$ cat config.mk
export PLATFORM = sky130hd
export DESIGN_NAME = nfc_timer_unit
export DESIGN_NICKNAME = d
export VERILOG_FILES = /design/src/rtl/nfc_timer_pkg.sv /design/src/rtl/nfc_timer_unit.sv
export SDC_FILE = /design/constraint.sdc
export NUM_CORES = 1
export LEC_CHECK = 0
export BUFFER_PORTS_ARGS = -buffer_cell sky130_fd_sc_hd__buf_2
export CORE_MARGIN = 3
export CORE_UTILIZATION = 63
export DETAILED_ROUTE_END_ITERATION = 16
export PLACE_DENSITY = 0.95
export SLEW_MARGIN = 20
export SYNTH_ARGS = -nofsm -noshare
export SYNTH_HDL_FRONTEND = slang
export SYNTH_SLANG_ARGS = --single-unit
$ cat constraint.sdc
create_clock -name aclk -period 4.44 [get_ports aclk]
set_input_delay 0.888 -clock aclk [delete_from_list [all_inputs] [get_ports aclk]]
set_output_delay 0.888 -clock aclk [all_outputs]
set_load 0.02 [all_outputs]
$ cat src/rtl/nfc_timer_pkg.sv
// Functional notes
// - Clear command stops all timers but wake-up and mode-1 no-response
// - Transmit end starts no-response timer; mask timer only outside active mode
// - Receive enable low while mask timer runs
// - Squelch follows mask timer; mask expiry no interrupt
// - Active mode: peer field on starts mask timer
// - Low-power target: command start, 512-period step
// - No-response expiry sets its own flag
// - Step bit picks 64 or 4096 periods
// - Mode 0: reply stops silently, expiry interrupts
// - Mode 1: always interrupt, clear ignored
// - No-response command starts or restarts timer
// - Active mode ignores no-response start command
// - Active mode: expiry before peer field interrupts
// - General timer trigger: SOF, EOF or field off
// - General timer expiry always interrupts
// - General timer command starts or restarts it
// - Wake command accepted outside wake mode
// - Wake expiry sets the wake timer flag
// - Carrier timers need the crystal running
// - Wake timeouts 10 to 800 ms, 100 default
package nfc_timer_pkg;

  localparam int ADDR_W = 8;
  localparam int DATA_W = 32;
  localparam int STRB_W = DATA_W / 8;

  localparam logic [ADDR_W-1:0] OFS_CTRL = 8'h00;
  localparam logic [ADDR_W-1:0] OFS_MRT  = 8'h04;
  localparam logic [ADDR_W-1:0] OFS_NRT  = 8'h08;
  localparam logic [ADDR_W-1:0] OFS_GPT  = 8'h0c;
  localparam logic [ADDR_W-1:0] OFS_WUT  = 8'h10;
  localparam logic [ADDR_W-1:0] OFS_CMD  = 8'h14;
  localparam logic [ADDR_W-1:0] OFS_STAT = 8'h18;
  localparam logic [ADDR_W-1:0] OFS_IRQ  = 8'h1c;

  localparam int CTRL_W      = 8;
  localparam int CB_NRT_MODE = 0;
  localparam int CB_NRT_STEP = 1;
  localparam int CB_GPT_TRIG = 2;
  localparam int CB_SQ_EN    = 4;
  localparam int CB_ACTIVE   = 5;
  localparam int CB_LP_TGT   = 6;
  localparam int CB_WAKE     = 7;
  localparam logic [CTRL_W-1:0] CTRL_RST = 8'h00;

  typedef enum logic [1:0] {
    GT_NONE = 2'b00,
    GT_SOF  = 2'b01,
    GT_EOF  = 2'b10,
    GT_RSV  = 2'b11
  } gpt_trig_t;

  localparam int MRT_W = 8;
  localparam int CNT_W = 16;
  localparam int WUT_W = 3;
  localparam logic [MRT_W-1:0] MRT_RST = 8'h00;
  localparam logic [CNT_W-1:0] CNT_RST = 16'h0000;
  localparam logic [CNT_W-1:0] CNT_ONE = 16'h0001;
  localparam logic [WUT_W-1:0] WUT_RST = 3'h2;

  localparam int CMD_W = 5;
  localparam int C_CLR = 0;
  localparam int C_MRT = 1;
  localparam int C_NRT = 2;
  localparam int C_GPT = 3;
  localparam int C_WUT = 4;

  localparam int IRQ_W  = 3;
  localparam int IB_NRE = 0;
  localparam int IB_GPT = 1;
  localparam int IB_WT  = 2;
  localparam logic [IRQ_W-1:0] IRQ_RST = 3'h0;

  localparam int NT    = 4;
  localparam int T_MRT = 0;
  localparam int T_NRT = 1;
  localparam int T_GPT = 2;
  localparam int T_WUT = 3;
  localparam int SB_RXON  = 4;
  localparam int SB_SQ    = 5;
  localparam int SB_FORCE = 6;

  // Carrier-period steps, all powers of two so a mask picks the step edge
  localparam int FC_CNT_W = 12;
  localparam logic [FC_CNT_W-1:0] FC_RST          = 12'h000;
  localparam logic [FC_CNT_W-1:0] FC_ONE          = 12'h001;
  localparam logic [FC_CNT_W-1:0] STEP_MASK_64    = 12'h03f;
  localparam logic [FC_CNT_W-1:0] STEP_MASK_512   = 12'h1ff;
  localparam logic [FC_CNT_W-1:0] STEP_MASK_4096  = 12'hfff;
  localparam logic [FC_CNT_W-1:0] STEP_MASK_GPT   = 12'h007;

  localparam int RC_HZ           = 32000;
  localparam int RC_TICKS_PER_MS = RC_HZ / 1000;
  localparam logic [9:0] WUT_MS [8] = '{10'd10, 10'd50, 10'd100, 10'd200,
                                        10'd300, 10'd400, 10'd500, 10'd800};

  localparam logic [1:0] RESP_OKAY   = 2'b00;
  localparam logic [1:0] RESP_SLVERR = 2'b10;

endpackage

$ cat src/rtl/nfc_timer_unit.sv
// Added by the designer: the AXI4-Lite register port and the register addresses.
`timescale 1ns/100ps
`default_nettype none
module nfc_timer_unit (
  input  wire logic                                aclk,
  input  wire logic                                aresetn,
  input  wire logic [nfc_timer_pkg::ADDR_W-1:0]    s_axi_awaddr,
  input  wire logic                                s_axi_awvalid,
  output logic                                     s_axi_awready,
  input  wire logic [nfc_timer_pkg::DATA_W-1:0]    s_axi_wdata,
  input  wire logic [nfc_timer_pkg::STRB_W-1:0]    s_axi_wstrb,
  input  wire logic                                s_axi_wvalid,
  output logic                                     s_axi_wready,
  output logic [1:0]                               s_axi_bresp,
  output logic                                     s_axi_bvalid,
  input  wire logic                                s_axi_bready,
  input  wire logic [nfc_timer_pkg::ADDR_W-1:0]    s_axi_araddr,
  input  wire logic                                s_axi_arvalid,
  output logic                                     s_axi_arready,
  output logic [nfc_timer_pkg::DATA_W-1:0]         s_axi_rdata,
  output logic [1:0]                               s_axi_rresp,
  output logic                                     s_axi_rvalid,
  input  wire logic                                s_axi_rready,
  input  wire logic                                fc_tick,
  input  wire logic                                osc_ok,
  input  wire logic                                rc_tick,
  input  wire logic                                tx_eof_done,
  input  wire logic                                rx_sof,
  input  wire logic                                rx_eof,
  input  wire logic                                rx_busy,
  input  wire logic                                peer_field_on,
  input  wire logic                                peer_field_off,
  output logic                                     rx_on,
  output logic                                     squelch_on,
  output logic                                     rc_osc_on
);
  import nfc_timer_pkg::*;

  function automatic logic addr_hit(input logic [ADDR_W-1:0] a);
    addr_hit = (a == OFS_CTRL) || (a == OFS_MRT) || (a == OFS_NRT) || (a == OFS_GPT) ||
               (a == OFS_WUT) || (a == OFS_CMD) || (a == OFS_STAT) || (a == OFS_IRQ);
  endfunction

  function automatic logic step_hit(input logic [FC_CNT_W-1:0] c,
                                    input logic [FC_CNT_W-1:0] m);
    step_hit = (c & m) == m;
  endfunction

  // Bus slave state
  logic              awready_q, wready_q, bvalid_q, arready_q, rvalid_q;
  logic              aw_have_q, w_have_q;
  logic [ADDR_W-1:0] aw_addr_q;
  logic [DATA_W-1:0] w_data_q;
  logic [STRB_W-1:0] w_strb_q;
  logic [1:0]        bresp_q, rresp_q;
  logic [DATA_W-1:0] rdata_q;

  wire aw_hs    = s_axi_awvalid & awready_q;
  wire w_hs     = s_axi_wvalid & wready_q;
  wire ar_hs    = s_axi_arvalid & arready_q;
  wire do_write = aw_have_q & w_have_q & ~bvalid_q;
  wire aw_have_d = aw_hs | (aw_have_q & ~do_write);
  wire w_have_d  = w_hs | (w_have_q & ~do_write);
  wire bvalid_d  = do_write | (bvalid_q & ~s_axi_bready);
  wire rvalid_d  = ar_hs | (rvalid_q & ~s_axi_rready);

  wire [DATA_W-1:0] wmask = {{8{w_strb_q[3]}}, {8{w_strb_q[2]}},
                             {8{w_strb_q[1]}}, {8{w_strb_q[0]}}};
  wire [DATA_W-1:0] wd_m = w_data_q & wmask;

  wire wr_ctrl = do_write & (aw_addr_q == OFS_CTRL);
  wire wr_mrt  = do_write & (aw_addr_q == OFS_MRT);
  wire wr_nrt  = do_write & (aw_addr_q == OFS_NRT);
  wire wr_gpt  = do_write & (aw_addr_q == OFS_GPT);
  wire wr_wut  = do_write & (aw_addr_q == OFS_WUT);
  wire wr_cmd  = do_write & (aw_addr_q == OFS_CMD);
  wire wr_irq  = do_write & (aw_addr_q == OFS_IRQ);

  // Configuration registers
  logic [CTRL_W-1:0] ctrl_q;
  logic [MRT_W-1:0]  mrt_q;
  logic [CNT_W-1:0]  nrt_q, gpt_q;
  logic [WUT_W-1:0]  wut_q;
  logic [IRQ_W-1:0]  irq_q;

  // Byte strobes are honoured; untouched lanes keep their old value
  wire [DATA_W-1:0] ctrl_m = ({{(DATA_W-CTRL_W){1'b0}}, ctrl_q} & ~wmask) | wd_m;
  wire [DATA_W-1:0] mrt_m  = ({{(DATA_W-MRT_W){1'b0}}, mrt_q} & ~wmask) | wd_m;
  wire [DATA_W-1:0] nrt_m  = ({{(DATA_W-CNT_W){1'b0}}, nrt_q} & ~wmask) | wd_m;
  wire [DATA_W-1:0] gpt_m  = ({{(DATA_W-CNT_W){1'b0}}, gpt_q} & ~wmask) | wd_m;
  wire [DATA_W-1:0] wut_m  = ({{(DATA_W-WUT_W){1'b0}}, wut_q} & ~wmask) | wd_m;

  // Retuning a running timer is not guarded here: software must stop it first
  wire [CTRL_W-1:0] ctrl_d = wr_ctrl ? ctrl_m[CTRL_W-1:0] : ctrl_q;
  wire [MRT_W-1:0]  mrt_d  = wr_mrt ? mrt_m[MRT_W-1:0] : mrt_q;
  wire [CNT_W-1:0]  nrt_d  = wr_nrt ? nrt_m[CNT_W-1:0] : nrt_q;
  wire [CNT_W-1:0]  gpt_d  = wr_gpt ? gpt_m[CNT_W-1:0] : gpt_q;
  wire [WUT_W-1:0]  wut_d  = wr_wut ? wut_m[WUT_W-1:0] : wut_q;

  wire [CMD_W-1:0] cmd_v = wr_cmd ? wd_m[CMD_W-1:0] : '0;
  wire             mode1  = ctrl_q[CB_NRT_MODE];
  wire             active = ctrl_q[CB_ACTIVE];
  wire             wake   = ctrl_q[CB_WAKE];
  wire gpt_trig_t  trig   = gpt_trig_t'(ctrl_q[CB_GPT_TRIG +: 2]);

  // Timer core
  logic [FC_CNT_W-1:0] fc_cnt_q;
  logic [CNT_W-1:0]    cnt_q [NT];
  logic [CNT_W-1:0]    cnt_d [NT];
  logic [CNT_W-1:0]    tload [NT];
  logic [NT-1:0]       run_q, exp_q;
  logic [NT-1:0]       run_d, exp_d, tstart, tstop, ttick;
  logic                force_q, rx_on_q, squelch_q, rc_osc_q;

  // Carrier ticks only count while the crystal is up
  wire                fc_ok    = fc_tick & osc_ok;
  wire [FC_CNT_W-1:0] fc_cnt_d = fc_ok ? fc_cnt_q + FC_ONE : fc_cnt_q;
  wire [FC_CNT_W-1:0] mrt_mask = ctrl_q[CB_LP_TGT] ? STEP_MASK_512 : STEP_MASK_64;
  wire [FC_CNT_W-1:0] nrt_mask = ctrl_q[CB_NRT_STEP] ? STEP_MASK_4096 : STEP_MASK_64;
  wire [CNT_W-1:0]    wut_load = CNT_W'(int'(WUT_MS[wut_q]) * RC_TICKS_PER_MS);

  wire reply_start = active ? peer_field_on : rx_sof;
  wire gpt_event   = active ? peer_field_off :
                     ((trig == GT_SOF) & rx_sof) | ((trig == GT_EOF) & rx_eof);

  assign tstart[T_MRT] = (tx_eof_done & ~active) | (peer_field_on & active) | cmd_v[C_MRT];
  assign tstart[T_NRT] = tx_eof_done | (cmd_v[C_NRT] & ~active);
  assign tstart[T_GPT] = gpt_event | cmd_v[C_GPT];
  assign tstart[T_WUT] = (cmd_v[C_WUT] | (wake & ~run_q[T_WUT])) & (wake ^ cmd_v[C_WUT]);

  assign tstop[T_MRT] = cmd_v[C_CLR];
  assign tstop[T_NRT] = ~mode1 & (cmd_v[C_CLR] | reply_start);
  assign tstop[T_GPT] = cmd_v[C_CLR];
  assign tstop[T_WUT] = 1'b0;

  assign ttick[T_MRT] = fc_ok & step_hit(fc_cnt_q, mrt_mask);
  assign ttick[T_NRT] = fc_ok & step_hit(fc_cnt_q, nrt_mask);
  assign ttick[T_GPT] = fc_ok & step_hit(fc_cnt_q, STEP_MASK_GPT);
  assign ttick[T_WUT] = rc_tick;

  assign tload[T_MRT] = {{(CNT_W-MRT_W){1'b0}}, mrt_q};
  assign tload[T_NRT] = nrt_q;
  assign tload[T_GPT] = gpt_q;
  assign tload[T_WUT] = wut_load;

  genvar gi;
  generate
    for (gi = 0; gi < NT; gi++) begin : g_tmr
      // A start always reloads, so a start during a run restarts the count
      assign exp_d[gi] = ~tstart[gi] & ~tstop[gi] & run_q[gi] & ttick[gi] &
                         (cnt_q[gi] == CNT_ONE);
      assign run_d[gi] = tstart[gi] ? (tload[gi] != CNT_RST) :
                         (run_q[gi] & ~tstop[gi] & ~exp_d[gi]);
      assign cnt_d[gi] = tstart[gi] ? tload[gi] :
                         ((run_q[gi] & ttick[gi] & ~tstop[gi]) ? cnt_q[gi] - CNT_ONE : cnt_q[gi]);
      always_ff @(posedge aclk) begin
        if (!aresetn) begin
          cnt_q[gi] <= CNT_RST;
          run_q[gi] <= 1'b0;
          exp_q[gi] <= 1'b0;
        end else begin
          cnt_q[gi] <= cnt_d[gi];
          run_q[gi] <= run_d[gi];
          exp_q[gi] <= exp_d[gi];
        end
      end
    end
  endgenerate

  // Forced receive-off holds until the next mask or no-response timer start, by frame, peer field or command
  wire force_set = exp_q[T_NRT] & (~mode1 | ~rx_busy);
  wire force_d   = force_set | (force_q & ~(tstart[T_MRT] | tstart[T_NRT]));
  wire rx_on_d   = ~run_d[T_MRT] & ~force_d;
  wire sq_d      = ctrl_q[CB_SQ_EN] & run_d[T_MRT];

  // Mask expiry has no flag; a new event beats a same-cycle write-one-clear
  wire [IRQ_W-1:0] irq_set = {exp_q[T_WUT], exp_q[T_GPT], exp_q[T_NRT]};
  wire [IRQ_W-1:0] irq_clr = wr_irq ? wd_m[IRQ_W-1:0] : '0;
  wire [IRQ_W-1:0] irq_d   = irq_set | (irq_q & ~irq_clr);

  // Read decode
  wire [DATA_W-1:0] stat_w = {{(DATA_W-7){1'b0}}, force_q, squelch_q, rx_on_q, run_q};
  wire [DATA_W-1:0] rd_w =
    (s_axi_araddr == OFS_CTRL) ? {{(DATA_W-CTRL_W){1'b0}}, ctrl_q} :
    (s_axi_araddr == OFS_MRT)  ? {{(DATA_W-MRT_W){1'b0}}, mrt_q} :
    (s_axi_araddr == OFS_NRT)  ? {{(DATA_W-CNT_W){1'b0}}, nrt_q} :
    (s_axi_araddr == OFS_GPT)  ? {{(DATA_W-CNT_W){1'b0}}, gpt_q} :
    (s_axi_araddr == OFS_WUT)  ? {{(DATA_W-WUT_W){1'b0}}, wut_q} :
    (s_axi_araddr == OFS_STAT) ? stat_w :
    (s_axi_araddr == OFS_IRQ)  ? {{(DATA_W-IRQ_W){1'b0}}, irq_q} : '0;

  always_ff @(posedge aclk) begin
    if (!aresetn) begin
      awready_q <= 1'b0;
      wready_q  <= 1'b0;
      arready_q <= 1'b0;
      bvalid_q  <= 1'b0;
      rvalid_q  <= 1'b0;
      aw_have_q <= 1'b0;
      w_have_q  <= 1'b0;
      aw_addr_q <= '0;
      w_data_q  <= '0;
      w_strb_q  <= '0;
      bresp_q   <= RESP_OKAY;
      rresp_q   <= RESP_OKAY;
      rdata_q   <= '0;
    end else begin
      awready_q <= ~aw_have_d;
      wready_q  <= ~w_have_d;
      arready_q <= ~rvalid_d;
      bvalid_q  <= bvalid_d;
      rvalid_q  <= rvalid_d;
      aw_have_q <= aw_have_d;
      w_have_q  <= w_have_d;
      if (aw_hs) aw_addr_q <= s_axi_awaddr;
      if (w_hs) w_data_q <= s_axi_wdata;
      if (w_hs) w_strb_q <= s_axi_wstrb;
      if (do_write) bresp_q <= addr_hit(aw_addr_q) ? RESP_OKAY : RESP_SLVERR;
      if (ar_hs) rresp_q <= addr_hit(s_axi_araddr) ? RESP_OKAY : RESP_SLVERR;
      if (ar_hs) rdata_q <= rd_w;
    end
  end

  always_ff @(posedge aclk) begin
    if (!aresetn) begin
      ctrl_q    <= CTRL_RST;
      mrt_q     <= MRT_RST;
      nrt_q     <= CNT_RST;
      gpt_q     <= CNT_RST;
      wut_q     <= WUT_RST;
      irq_q     <= IRQ_RST;
      fc_cnt_q  <= FC_RST;
      force_q   <= 1'b0;
      rx_on_q   <= 1'b0;
      squelch_q <= 1'b0;
      rc_osc_q  <= 1'b0;
    end else begin
      ctrl_q    <= ctrl_d;
      mrt_q     <= mrt_d;
      nrt_q     <= nrt_d;
      gpt_q     <= gpt_d;
      wut_q     <= wut_d;
      irq_q     <= irq_d;
      fc_cnt_q  <= fc_cnt_d;
      force_q   <= force_d;
      rx_on_q   <= rx_on_d;
      squelch_q <= sq_d;
      rc_osc_q  <= run_d[T_WUT];
    end
  end

  assign s_axi_awready = awready_q;
  assign s_axi_wready  = wready_q;
  assign s_axi_bvalid  = bvalid_q;
  assign s_axi_bresp   = bresp_q;
  assign s_axi_arready = arready_q;
  assign s_axi_rvalid  = rvalid_q;
  assign s_axi_rresp   = rresp_q;
  assign s_axi_rdata   = rdata_q;
  assign rx_on         = rx_on_q;
  assign squelch_on    = squelch_q;
  assign rc_osc_on     = rc_osc_q;
endmodule
`default_nettype wire

# After elaboration in Yosys (flattened, before gate mapping)
# Memory sizes are Yosys's and may differ from the RTL's.
# Index checks and enable logic that the tools add are counted.
# W data, S select, Z words.
[classes] n_addsub=5 order_cmp=1 n_eq_ne=23 n_mux=35 bitwise_logic=122 n_reduce_logical=20
[ops] operator="$mux W16" n=16
[ops] operator="$eq A16 B1 Y1 const B" n=4
[ops] operator="$eq A8 B5 Y1 const B" n=8
[ops] operator="$reduce_bool A16 Y1" n=4
[ops] operator="$sub A16 B1 Y16 const B" n=4
[ops] operator="$and A1 B1 Y1" n=61
[ops] operator="$and A16 B16 Y16" n=3
[ops] operator="$eq A8 B4 Y1 const B" n=4
[ops] operator="$or A16 B16 Y16" n=2
[ops] operator="$not A1 Y1" n=24
[ops] operator="$mux W10" n=2
[ops] operator="$or A1 B1 Y1" n=18
[ops] operator="$and A8 B8 Y8" n=2
[ops] operator="$eq A8 B3 Y1 const B" n=2
[ops] operator="$logic_not A8 Y1" n=2
[ops] operator="$not A16 Y16" n=1
[ops] operator="$or A8 B8 Y8" n=2
[ops] operator="$logic_or A1 B1 Y1" n=14
[ops] operator="$mux W7" n=2
[ops] operator="$add A12 B1 Y12 const B" n=1
[ops] operator="$and A12 B12 Y12" n=1
[ops] operator="$and A12 B9 Y12" n=1
[ops] operator="$eq A12 B12 Y1" n=1
[ops] operator="$eq A12 B9 Y1" n=1
[ops] operator="other kinds (15)" n=26
[word_totals] ff_bits=145 mem_bits_rw=64 rom_bits=80 inputBits=68 elab_cells=238 n_memories=2
[memory_table] memory="(name not given)" depth=8 word_bits=10 rd=1 rd_ports_with_merged_regs=0 wr=0 line="nfc_timer_unit.sv:120" text="wire [CNT_W-1:0] wut_load = CNT_W'(int'(WUT_MS[wut_q]) * RC_TICKS_PER_MS);"
[memory_table] memory="cnt_q" depth=4 word_bits=16 rd=4 rd_ports_with_merged_regs=0 wr=4 line="nfc_timer_unit.sv:108" text="logic [CNT_W-1:0] cnt_q [NT];"

# Depth between registers and ports, before layout
# Gate-level depths: netlist of run 1.
[depth] ltp_word=15 ltp_mapped=9

# Worst setup path after synthesis of run 1
# No wires, ideal clock.
[synth_timing] path_kind="input-to-reg" startpoint="input port s_axi_araddr[4] in the netlist's numbering" endpoint="register rdata_q[5], in the netlist s_axi_rdata[5]" setup_time_ps=134 arrival_time_ps=2605 required_time_ps=4306 slack_ps=1702 cell_stages=7 n_path_buf=2 path_cell_list="or4_1 > clkbuf_1 > or3_1 > or3_1 > clkbuf_1 > o221ai_1 > a21oi_1"
[synth_between] elab_chain_len=7
[synth_lines] item="from (decl)" line="nfc_timer_unit.sv:17" text="input wire logic [nfc_timer_pkg::ADDR_W-1:0] s_axi_araddr,"
[synth_lines] item="$eq A8 B5 Y1" line="nfc_timer_unit.sv:189" text="(s_axi_araddr == OFS_STAT) ? stat_w :"
[synth_lines] item="$mux W7" line="nfc_timer_unit.sv:189"
[synth_lines] item="$mux W7" line="nfc_timer_unit.sv:188" text="(s_axi_araddr == OFS_WUT) ? {{(DATA_W-WUT_W){1'b0}}, wut_q} :"
[synth_lines] item="$mux W16" line="nfc_timer_unit.sv:187" text="(s_axi_araddr == OFS_GPT) ? {{(DATA_W-CNT_W){1'b0}}, gpt_q} :"
[synth_lines] item="$mux W16" line="nfc_timer_unit.sv:186" text="(s_axi_araddr == OFS_NRT) ? {{(DATA_W-CNT_W){1'b0}}, nrt_q} :"
[synth_lines] item="$mux W16" line="nfc_timer_unit.sv:185" text="(s_axi_araddr == OFS_MRT) ? {{(DATA_W-MRT_W){1'b0}}, mrt_q} :"
[synth_lines] item="$mux W16 (*)" line="nfc_timer_unit.sv:184" text="(s_axi_araddr == OFS_CTRL) ? {{(DATA_W-CTRL_W){1'b0}}, ctrl_q} :"
[synth_lines] item="to (signal assigned)" line="nfc_timer_unit.sv:220" text="if (ar_hs) rdata_q <= rd_w;"
[synth_lines] item="to (decl)" line="nfc_timer_unit.sv:56" text="logic [DATA_W-1:0] rdata_q;"
# Every way passes the cells marked *; elsewhere a longest branch is shown, timed or not.
# A chain may end at the register's enable or synchronous reset.

==> results of run 1 <==
-- cells by family after synthesis --
group           count (synthesis)
simple gates                  426
flops                         191
compound gates                225
other cells                     1
mux                            49
xor+xnor                       59
buf+inv                        96
fa+ha+maj                      15
-- placed cells by master (no fill, tap or decap), types with 15 or more instances in the layout --
| cell type | instances |
|---|---|
| o21ai_0 | 54 |
| nand3_1 | 41 |
| dfxtp_1 | 191 |
| nor4_1 | 28 |
| nand2_1 | 113 |
| a21oi_1 | 105 |
| xnor2_1 | 36 |
| ha_1 | 15 |
| xor2_1 | 23 |
| nor2_1 | 121 |
| buf_2 | 75 |
| clkbuf_16 | 17 |
| conb_1 | 18 |
| or3_1 | 15 |
| nor3_1 | 26 |
| mux2i_1 | 48 |
| inv_1 | 22 |
-- per-layer routing --
metal  track usage [%]  vias to the layer above
met4              17.0                        0
met1              38.0                     3898
met3              6.35                      131
met5                 0                        -
met2              49.1                      502
li1                  -                     3808
-- report_power, final --
part           switching (W)  leakage, nW  internal, W  total (W)
logic               0.000161         2.00    0.0000739   0.000235
clock network       0.000652        0.313      0.00103    0.00168
registers          0.0000424         1.55      0.00175    0.00179
total               0.000856         3.86      0.00285    0.00370
-- per-stage QoR --
stage	std cells	utilization, %
2_1_floorplan	1079	-
3_3_place_gp	1263	68.6
3_5_place_dp	1263	68.6
4_1_cts	1294	73.3
5_1_grt	1295	73.5
6_report	1295	73.5
-- synthesized netlist by cell type (all sizes together), types with 4 or more instances --
master / count
nand3b: 5
buf: 24
clkbuf: 49
and3: 9
a31oi: 8
nor4: 30
xor2: 23
a221oi: 11
and2: 10
a21oi: 108
a211oi: 14
nand3: 41
nand4: 14
mux2i: 48
nand2b: 8
o21ai: 54
or4: 6
or2: 4
inv: 23
ha: 15
dfxtp: 191
xnor2: 36
o31ai: 10
nand2: 113
nor2b: 5
nor3: 26
nor2: 123
or3: 15
nor4b: 7
-- how the worst max path moves through the flow --
| stage | start | end | slack (ns) |
|---|---|---|---|
| after floorplan | s_axi_araddr[4] | s_axi_rdata[5]$_SDFFE_PN0P_ | 1.70 |
| after global placement | s_axi_araddr[4] | s_axi_rdata[5]$_SDFFE_PN0P_ | 1.31 |
| after detailed placement | s_axi_araddr[4] | s_axi_rdata[5]$_SDFFE_PN0P_ | 1.28 |
| after CTS | aw_addr_q[2]$_SDFFE_PN0P_ | cnt_q[3][1]$_SDFFE_PP0P_ | 1.62 |
| after global routing | aw_addr_q[2]$_SDFFE_PN0P_ | cnt_q[3][1]$_SDFFE_PP0P_ | 1.35 |
| final | s_axi_bvalid$_SDFF_PN0_ | flop | 1.52 |
-- layout make-up --
type / count / area share [%]
Timing Repair Buffer: 82 / 4.44
Multi-Input combinational cell: 792 / 47.4
Sequential cell: 191 / 38.5
Clock buffer: 21 / 4.64
Inverter: 23 / 0.883
Tap cell: 176 / 2.22
Clock inverter: 10 / 1.87
-- worst max-delay path: cells and delay by family, from the launching register on --
| kind | cells | cell delay, ns |
|---|---|---|
| flops | 1 | 0.35 |
| mux | 1 | 0.42 |
| simple gates | 5 | 2.01 |
==> reports/metrics.cfg, run 1 <==
[sta]
slew_headroom_pct = 38.9
rsz0062_at_grt = false
tns_ns = 0
hold_viol = 0
finalSetupViolCount = 0
fmax_ghz = 0.342
period_needed_ns = 2.92
worst_pin_slew_ns = 0.910
finalCritPeriodShare_pct = 65.8
worst_slack_ns = 1.52
hold_slack_ns = 0.470
finClkSkew_ns = 0.00948
maxSlewViolCount = 0

[routing]
drt_iter0_markers = 1105
m1WireLength_um = 9410
met2_length_um = 11400
antenna_left = 0
highest_layer = met4
routed-via-count = 8339
routed_wirelength_um = 24600
route.detailed.vias_per_inst = 6.44
avgRoutedWirePerCell_um = 19.0
drt-pass1-iter-count = 11
drc = 0
wl_met3_um = 2380

[global_routing]
antenna_found_initial = 0
grt_max_degree = 118
grtUsageTotal_pct = 30.4
grt_pass1_vias = 7839
grt_pass1_wl_um = 38900
overflow = 0

[finish]
drive_gt1_share_pct = 11.4
diodes = 0
regArea_um2 = 3820
fin_area_um2 = 9920
multiInputGateArea_um2 = 4700
syn_to_final_growth_pct = 11.6
layout.nets = 1190
nFillCells = 885

[placement]
place_hpwl_um = 15700
routabilityCongestion = 0.906
place_ws_ns = 1.28
placed_cell_area_um2 = 9260
port-buffer-count = 75

[synthesis]
syn_avg_cell_area_um2 = 8.37
synth-edff-count = 0
synthSimpleGateAreaFrac_pct = 23.4
synth_top_family_by_area = simple AND/OR/NAND/NOR gates
ys_ff_latch = 191
synth_ff_type = dfxtp_1
ys_seq_area_share_pct = 43.0
ys_types = 62
ys_async_sr_fraction_pct = 0
ys_top_cells_by_area = dfxtp_1, a21oi_1, mux2i_1
synth_mux_area_share_pct = 5.66
synthAdderAreaFrac_pct = 2.11
synth_compound_area_share_pct = 15.0
synth_top_area_share_pct = 43.0
synth_area_leader_cell = dfxtp_1
syn_area_um2 = 8890
yosys_warnings = 0
synth_cells = 1062
synth_xor_area_share_pct = 5.81

[floorplan]
dieWidth_um = 125
start_util_pct = 65.8
die_area_um2 = 15600
io_pins = 112
coreArea_um2 = 13500
row_count = 42
die_h_um = 125

[pwr]
max-vdd-ir-drop_mv = 0.325
total_power_w = 0.00370
power.density_nw_per_um2 = 373
p_leak_nw = 3.86

[clock_network]
clk_pin_slew_ns = 0.07
clock_latency_ns = 0.44
clock_sinks = 191
hold_buffers = 0
cts_buffers = 17
ctsResizeCount = 0
cts_setup_buffers = 0
cts_tree = built
htreeDepth = 4
cts_buffer_depth = 2
cts_root_buf = clkbuf_16

[worst_setup_path]
critical_path.max_stage_delay_ns = 0.63
reg2reg_setup_slack_ns = 1.52
end_kind = flop
path_max_fanout = 11
critPathRequiredTime_ns = 4.75
regToRegStartpoint = s_axi_bvalid$_SDFF_PN0_
path_cells = nand3b_1, nor3_1, and2_1, nand4_1, mux2i_1, nor2_1
cp-start-kind = flop
slowest_stage = nand4_1
rr_worst_depth = 6
path_class = flop to flop
worstPathArrival_ns = 3.23

[worst_hold_path]
holdCritStartpoint = aw_addr_q[7]$_SDFFE_PN0P_
min_to = aw_addr_q[7]$_SDFFE_PN0P_
min_path_type = flop to flop
worstHoldPathCells = 2

[outcome]
outcome = finished, final reports clean

[flow_run]
drv_cap = 0

Power figures use the tool's default switching activity.
==> run 2, diff against run 1 <==
CORE_UTILIZATION = 52   (was 63)
PLACE_DENSITY = 0.87   (was 0.95)
clock period = 2.6 ns   (was 4.44 ns; I/O delays follow)
==> reports/metrics.cfg, run 2 (same netlist as run 1, synthesis figures left out) <==
[sta]
rsz0062_at_grt = false
period_needed_ns = 2.44
tns_ns = 0
worst_pin_slew_ns = 0.805
finClkSkew_ns = 0.0101
finalCritPeriodShare_pct = 94.0
maxSlewViolCount = 0
hold_viol = 0
finalSetupViolCount = 0
fmax_ghz = 0.409
slew_headroom_pct = 45.8

[finish]
final_core_util_pct = 60.8
drive_gt1_share_pct = 13.7
nFillCells = 1374
final_common_cell = dfxtp_1
final_cell_mix = dfxtp_1, nor2_1, nand2_1
syn_to_final_growth_pct = 13.8
diodes = 0
layout.nets = 1216

[worst_setup_path]
cp-start-kind = flop
regToRegStartpoint = s_axi_bvalid$_SDFF_PN0_
regToRegEndpoint = cnt_q[1][13]$_SDFFE_PN0P_
end_kind = flop
critPathRequiredTime_ns = 2.97
crit_start = s_axi_bvalid$_SDFF_PN0_
path_max_fanout = 7
path_class = flop to flop
rr_worst_depth = 8
reg2reg_setup_slack_ns = 0.16
worstPathArrival_ns = 2.81

[floorplan]
io_pins = 112
dieWidth_um = 137
row_count = 47
coreArea_um2 = 16600
die_h_um = 137
die_area_um2 = 18700
start_util_pct = 53.4

[global_routing]
grt_max_degree = 78
grt_pass1_wl_um = 37600
grtUsageTotal_pct = 25.3
overflow = 0
antenna_found_initial = 2
grt_pass1_vias = 7543

[outcome]
outcome = finished, final reports clean

[placement]
port-buffer-count = 75
place_hpwl_um = 16600
routabilityCongestion = 0.925

[clock_network]
htreeDepth = 4
clock_latency_ns = 0.44
hold_buffers = 0
cts_buffers = 17
cts_root_buf = clkbuf_16
cts_buffer_depth = 2
clock_sinks = 191
cts_tree = built
clk_pin_slew_ns = 0.07

[worst_hold_path]
holdCritStartpoint = s_axi_wdata[8]
min_to = w_data_q[8]$_SDFFE_PN0P_
worstHoldPathCells = 3
min_path_type = input pin to flop

[routing]
drt-pass1-iter-count = 6
routed-via-count = 8071
antenna_left = 0
avgRoutedWirePerCell_um = 17.1
route.detailed.vias_per_inst = 5.91
drc = 0
drt_iter0_markers = 814
routed_wirelength_um = 23300

[flow_run]
drv_cap = 0

[pwr]
max-vdd-ir-drop_mv = 0.499
power.density_nw_per_um2 = 593
p_leak_nw = 3.95

## run 2: cell count changes in the layout (fill, tap and decap cells not counted), moves of 2 or more
| cell | delta |
|---|---|
| clkinvlp_4 | +2 |
| bufinv_16 | -4 |
| inv_6 | +4 |
| buf_4 | +25 |
## run 2: repair_timing
| action | 4_1_cts | 5_1_grt |
|---|---|---|
| resized for setup | 0 | 1 |
| buffers inserted | 0 | 2 |
| setup endpoints to repair | 0 | 16 |
## run 2: worst max-delay path, stage by stage (launching register included)
cell and delay [ns]:
dfxtp_1 0.39, nand3b_1 0.30, nor4_4 0.11, buf_4 0.17, buf_4 0.16, a2111oi_4 0.34, nand3_1 0.25, or4_1 0.48
a31oi_1 0.16
## run 2: metal layers
layer / up-vias / share of wire, % / global-route usage (%)
li1: 3863 / - / -
met1: 3747 / 40 / 30.9
met2: 370 / 47 / 41.8
met3: 87 / 7.7 / 6.36
met4: 4 / 4.5 / 12.1
met5: - / 0.11 / 0
## run 2: layout make-up
| type | count | area [um2] | area share [%] |
|---|---|---|---|
| inverters | 23 | 87.6 | 0.866 |
| well taps | 220 | 275 | 2.72 |
| multi-input cells | 792 | 4710 | 46.5 |
| clock inverters | 13 | 130 | 1.29 |
| repair buffers | 108 | 648 | 6.41 |
| clock buffers | 19 | 443 | 4.38 |
| flip-flops and latches | 191 | 3820 | 37.8 |
## run 2: how the worst max path moves through the flow
stage / end / cells past startpoint / slack, ns
2_1_floorplan: s_axi_rdata[5]$_SDFFE_PN0P_ / 7 / 0.23
3_5_place_dp: cnt_q[3][1]$_SDFFE_PP0P_ / 6 / 0.08
4_1_cts: cnt_q[3][1]$_SDFFE_PP0P_ / 6 / 0.05
6_report: cnt_q[1][13]$_SDFFE_PN0P_ / 8 / 0.16
5_1_grt: cnt_q[0][9]$_SDFFE_PP0P_ / 7 / 0.02
3_3_place_gp: cnt_q[1][12]$_SDFFE_PN0P_ / 8 / 0.15
## run 2: metrics by stage
| stage | instances | setup WS [ns] | total power, W | hold WS, ns | area (um2) |
|---|---|---|---|---|---|
| 6_report | 1366 | 0.156 | 0.00600 | 0.312 | 10100 |
| 5_1_grt | 1366 | 0.0153 | 0.00620 | 0.315 | 10100 |
| 4_1_cts | 1364 | 0.0541 | 0.00602 | 0.304 | 10100 |
| 3_5_place_dp | 1332 | 0.0820 | 0.00352 | 0.432 | 9520 |
| 3_3_place_gp | 1332 | 0.150 | 0.00351 | 0.420 | 9520 |
| 2_1_floorplan | 1079 | 0.230 | 0.00338 | 0.413 | 8950 |
## run 2: report_power, final
| part | internal, W | switching, W |
|---|---|---|
| clock | 0.00137 | 0.00117 |
| sequential | 0.00298 | 0.0000583 |
| combinational | 0.000143 | 0.000285 |
==> run 3, diff against run 2 <==
CELL_PAD_IN_SITES_DETAIL_PLACEMENT = 1   (was not set)
CELL_PAD_IN_SITES_GLOBAL_PLACEMENT = 2   (was not set)
CORE_UTILIZATION = 31   (was 52)
PLACE_DENSITY = 0.86   (was 0.87)
==> reports/metrics.cfg, run 3 (same netlist as run 1, synthesis figures left out) <==
[pwr]
sequentialPowerShare_pct = 47.6
max-vdd-ir-drop_mv = 0.432
total_power_w = 0.00640
p_leak_nw = 4.07
pwr-share-comb_pct = 6.9
switching_share_pct = 23.5
p_switching_w = 0.00151
power.density_nw_per_um2 = 608
internal-power_w = 0.00489
p_clk_share_pct = 45.5

[placement]
routabilityCongestion = 0.813
place_hpwl_um = 20100
port-buffer-count = 75
place_ws_ns = 0.0302

[sta]
maxSlewViolCount = 0
worst_slack_ns = 0.177
finalSetupViolCount = 0
period_needed_ns = 2.42
hold_viol = 0
slew_headroom_pct = 47.9
finClkSkew_ns = 0.00959
worst_pin_slew_ns = 0.782
finalCritPeriodShare_pct = 93.2
rsz0062_at_grt = false
fmax_ghz = 0.413
tns_ns = 0

[worst_setup_path]
slowest_stage = or4b_4
critPathBufInv = 4
crit_top_cell = buf_4
path_class = flop to flop
reg2reg_setup_slack_ns = 0.18
path_cells = or4b_4, nor4_4, buf_6, a2111oi_4, buf_4, buf_4, buf_4, nand4_1, xor2_1, a21oi_1
critPathRequiredTime_ns = 2.91
critPathTopFamily = simple AND/OR/NAND/NOR gates
cp-start-kind = flop
worstPathArrival_ns = 2.74
path_max_fanout = 9
end_kind = flop
critical_path.max_stage_delay_ns = 0.57

[global_routing]
grt_use_met3_pct = 2.88
grt_pass1_vias = 7981
grt_pass1_wl_um = 43200
grt_util_met2_pct = 29.9
antenna_found_initial = 0
grtUsageTotal_pct = 17.5
globalRouteMet1Util_pct = 23.2
grt_max_degree = 65
overflow = 0
busiest_layer = met2

[routing]
drc = 0
routed_wirelength_um = 26700
drt-pass1-iter-count = 5
drt_iter0_markers = 363
avgRoutedWirePerCell_um = 17.3
routed-via-count = 7918
antenna_left = 0
route.detailed.vias_per_inst = 5.14

[finish]
diodes = 0
drive_gt1_share_pct = 15.1
layout.nets = 1233
nFillCells = 3367
syn_to_final_growth_pct = 18.4
final_cell_mix = dfxtp_1, nor2_1, nand2_1
final_common_cell = dfxtp_1

[clock_network]
clk_pin_slew_ns = 0.07
clock_sinks = 191
htreeDepth = 4
cts_buffer_depth = 2
clock_latency_ns = 0.43
cts_tree = built
cts_root_buf = clkbuf_16
cts_buffers = 17

[floorplan]
row_count = 61
start_util_pct = 31.7
die_h_um = 175
io_pins = 112
coreArea_um2 = 28000
die_area_um2 = 30700
dieWidth_um = 175

[worst_hold_path]
min_path_type = input pin to flop

[flow_run]
drv_cap = 0

[outcome]
outcome = finished, final reports clean

## run 3: cell count changes in the layout (fill, tap and decap cells not counted), sizes merged
cell,before,now
buf,108,125
bufinv,1,5
clkbuf,19,22
clkinvlp,3,0
inv,27,23
## run 3: layer usage
metal	vias to the layer above	part of all wire (%)
met5	-	0
met4	0	1.3
met3	22	3.9
met2	137	48
met1	3863	47
li1	3896	-
## run 3: path summary, 6_finish.rpt
path,endpoint,cells past startpoint,start
worst max-delay path,cnt_q[1][14]$_SDFFE_PN0P_,10,aw_addr_q[0]$_SDFFE_PN0P_
worst min-delay path,w_data_q[4]$_SDFFE_PN0P_,3,s_axi_wdata[4]
worst max register to register,cnt_q[1][14]$_SDFFE_PN0P_,10,aw_addr_q[0]$_SDFFE_PN0P_
worst min register to register,irq_q[1]$_SDFF_PN0_,2,exp_q[2]$_SDFF_PN0_
## run 3: power by group through the flow
stage | clock (W) | sequential [W] | combinational (W)
final | 0.00291 | 0.00305 | 0.000443
after global routing | 0.00308 | 0.00305 | 0.000494
after CTS | 0.00297 | 0.00305 | 0.000444
after detailed placement | 0 | 0.00311 | 0.000441
after global placement | 0 | 0.00311 | 0.000435
after floorplan | 0 | 0.00310 | 0.000283
## run 3: worst register-to-register path, delay by kind of cell, from the launching register on
kind	cells	cell delay [ns]
XOR/XNOR	1	0.17
AO/OA/AOI/OAI	2	0.16
AND/OR/NAND/NOR	3	0.90
flip-flops	1	0.37
buffers and inverters	4	0.70
## run 3: area by class of cell
type | instances | area, um2 | share of cell area (%)
multi-input cells | 792 | 4720 | 44.8
flip-flops and latches | 191 | 3820 | 36.3
repair buffers | 125 | 779 | 7.40
well taps | 378 | 473 | 4.49
clock buffers | 22 | 464 | 4.41
clock inverters | 10 | 183 | 1.74
inverters | 23 | 87.6 | 0.832
## run 3: per-stage QoR
stage	hold WS [ns]	cell area (um2)	instances	util [%]
final	0.316	10500	1541	37.6
after global routing	0.333	10500	1541	37.6
after CTS	0.306	10500	1540	37.5
after detailed placement	0.439	9850	1508	35.2
after global placement	0.428	9850	1508	35.2
after floorplan	0.413	8950	1079	-
## run 3: timing repair
| action | CTS | global route |
|---|---|---|
| setup buffers | 0 | 1 |
| resized for setup | 0 | 6 |
| endpoints found under the setup margin | 0 | 6 |
| hold buffers | 0 | 0 |
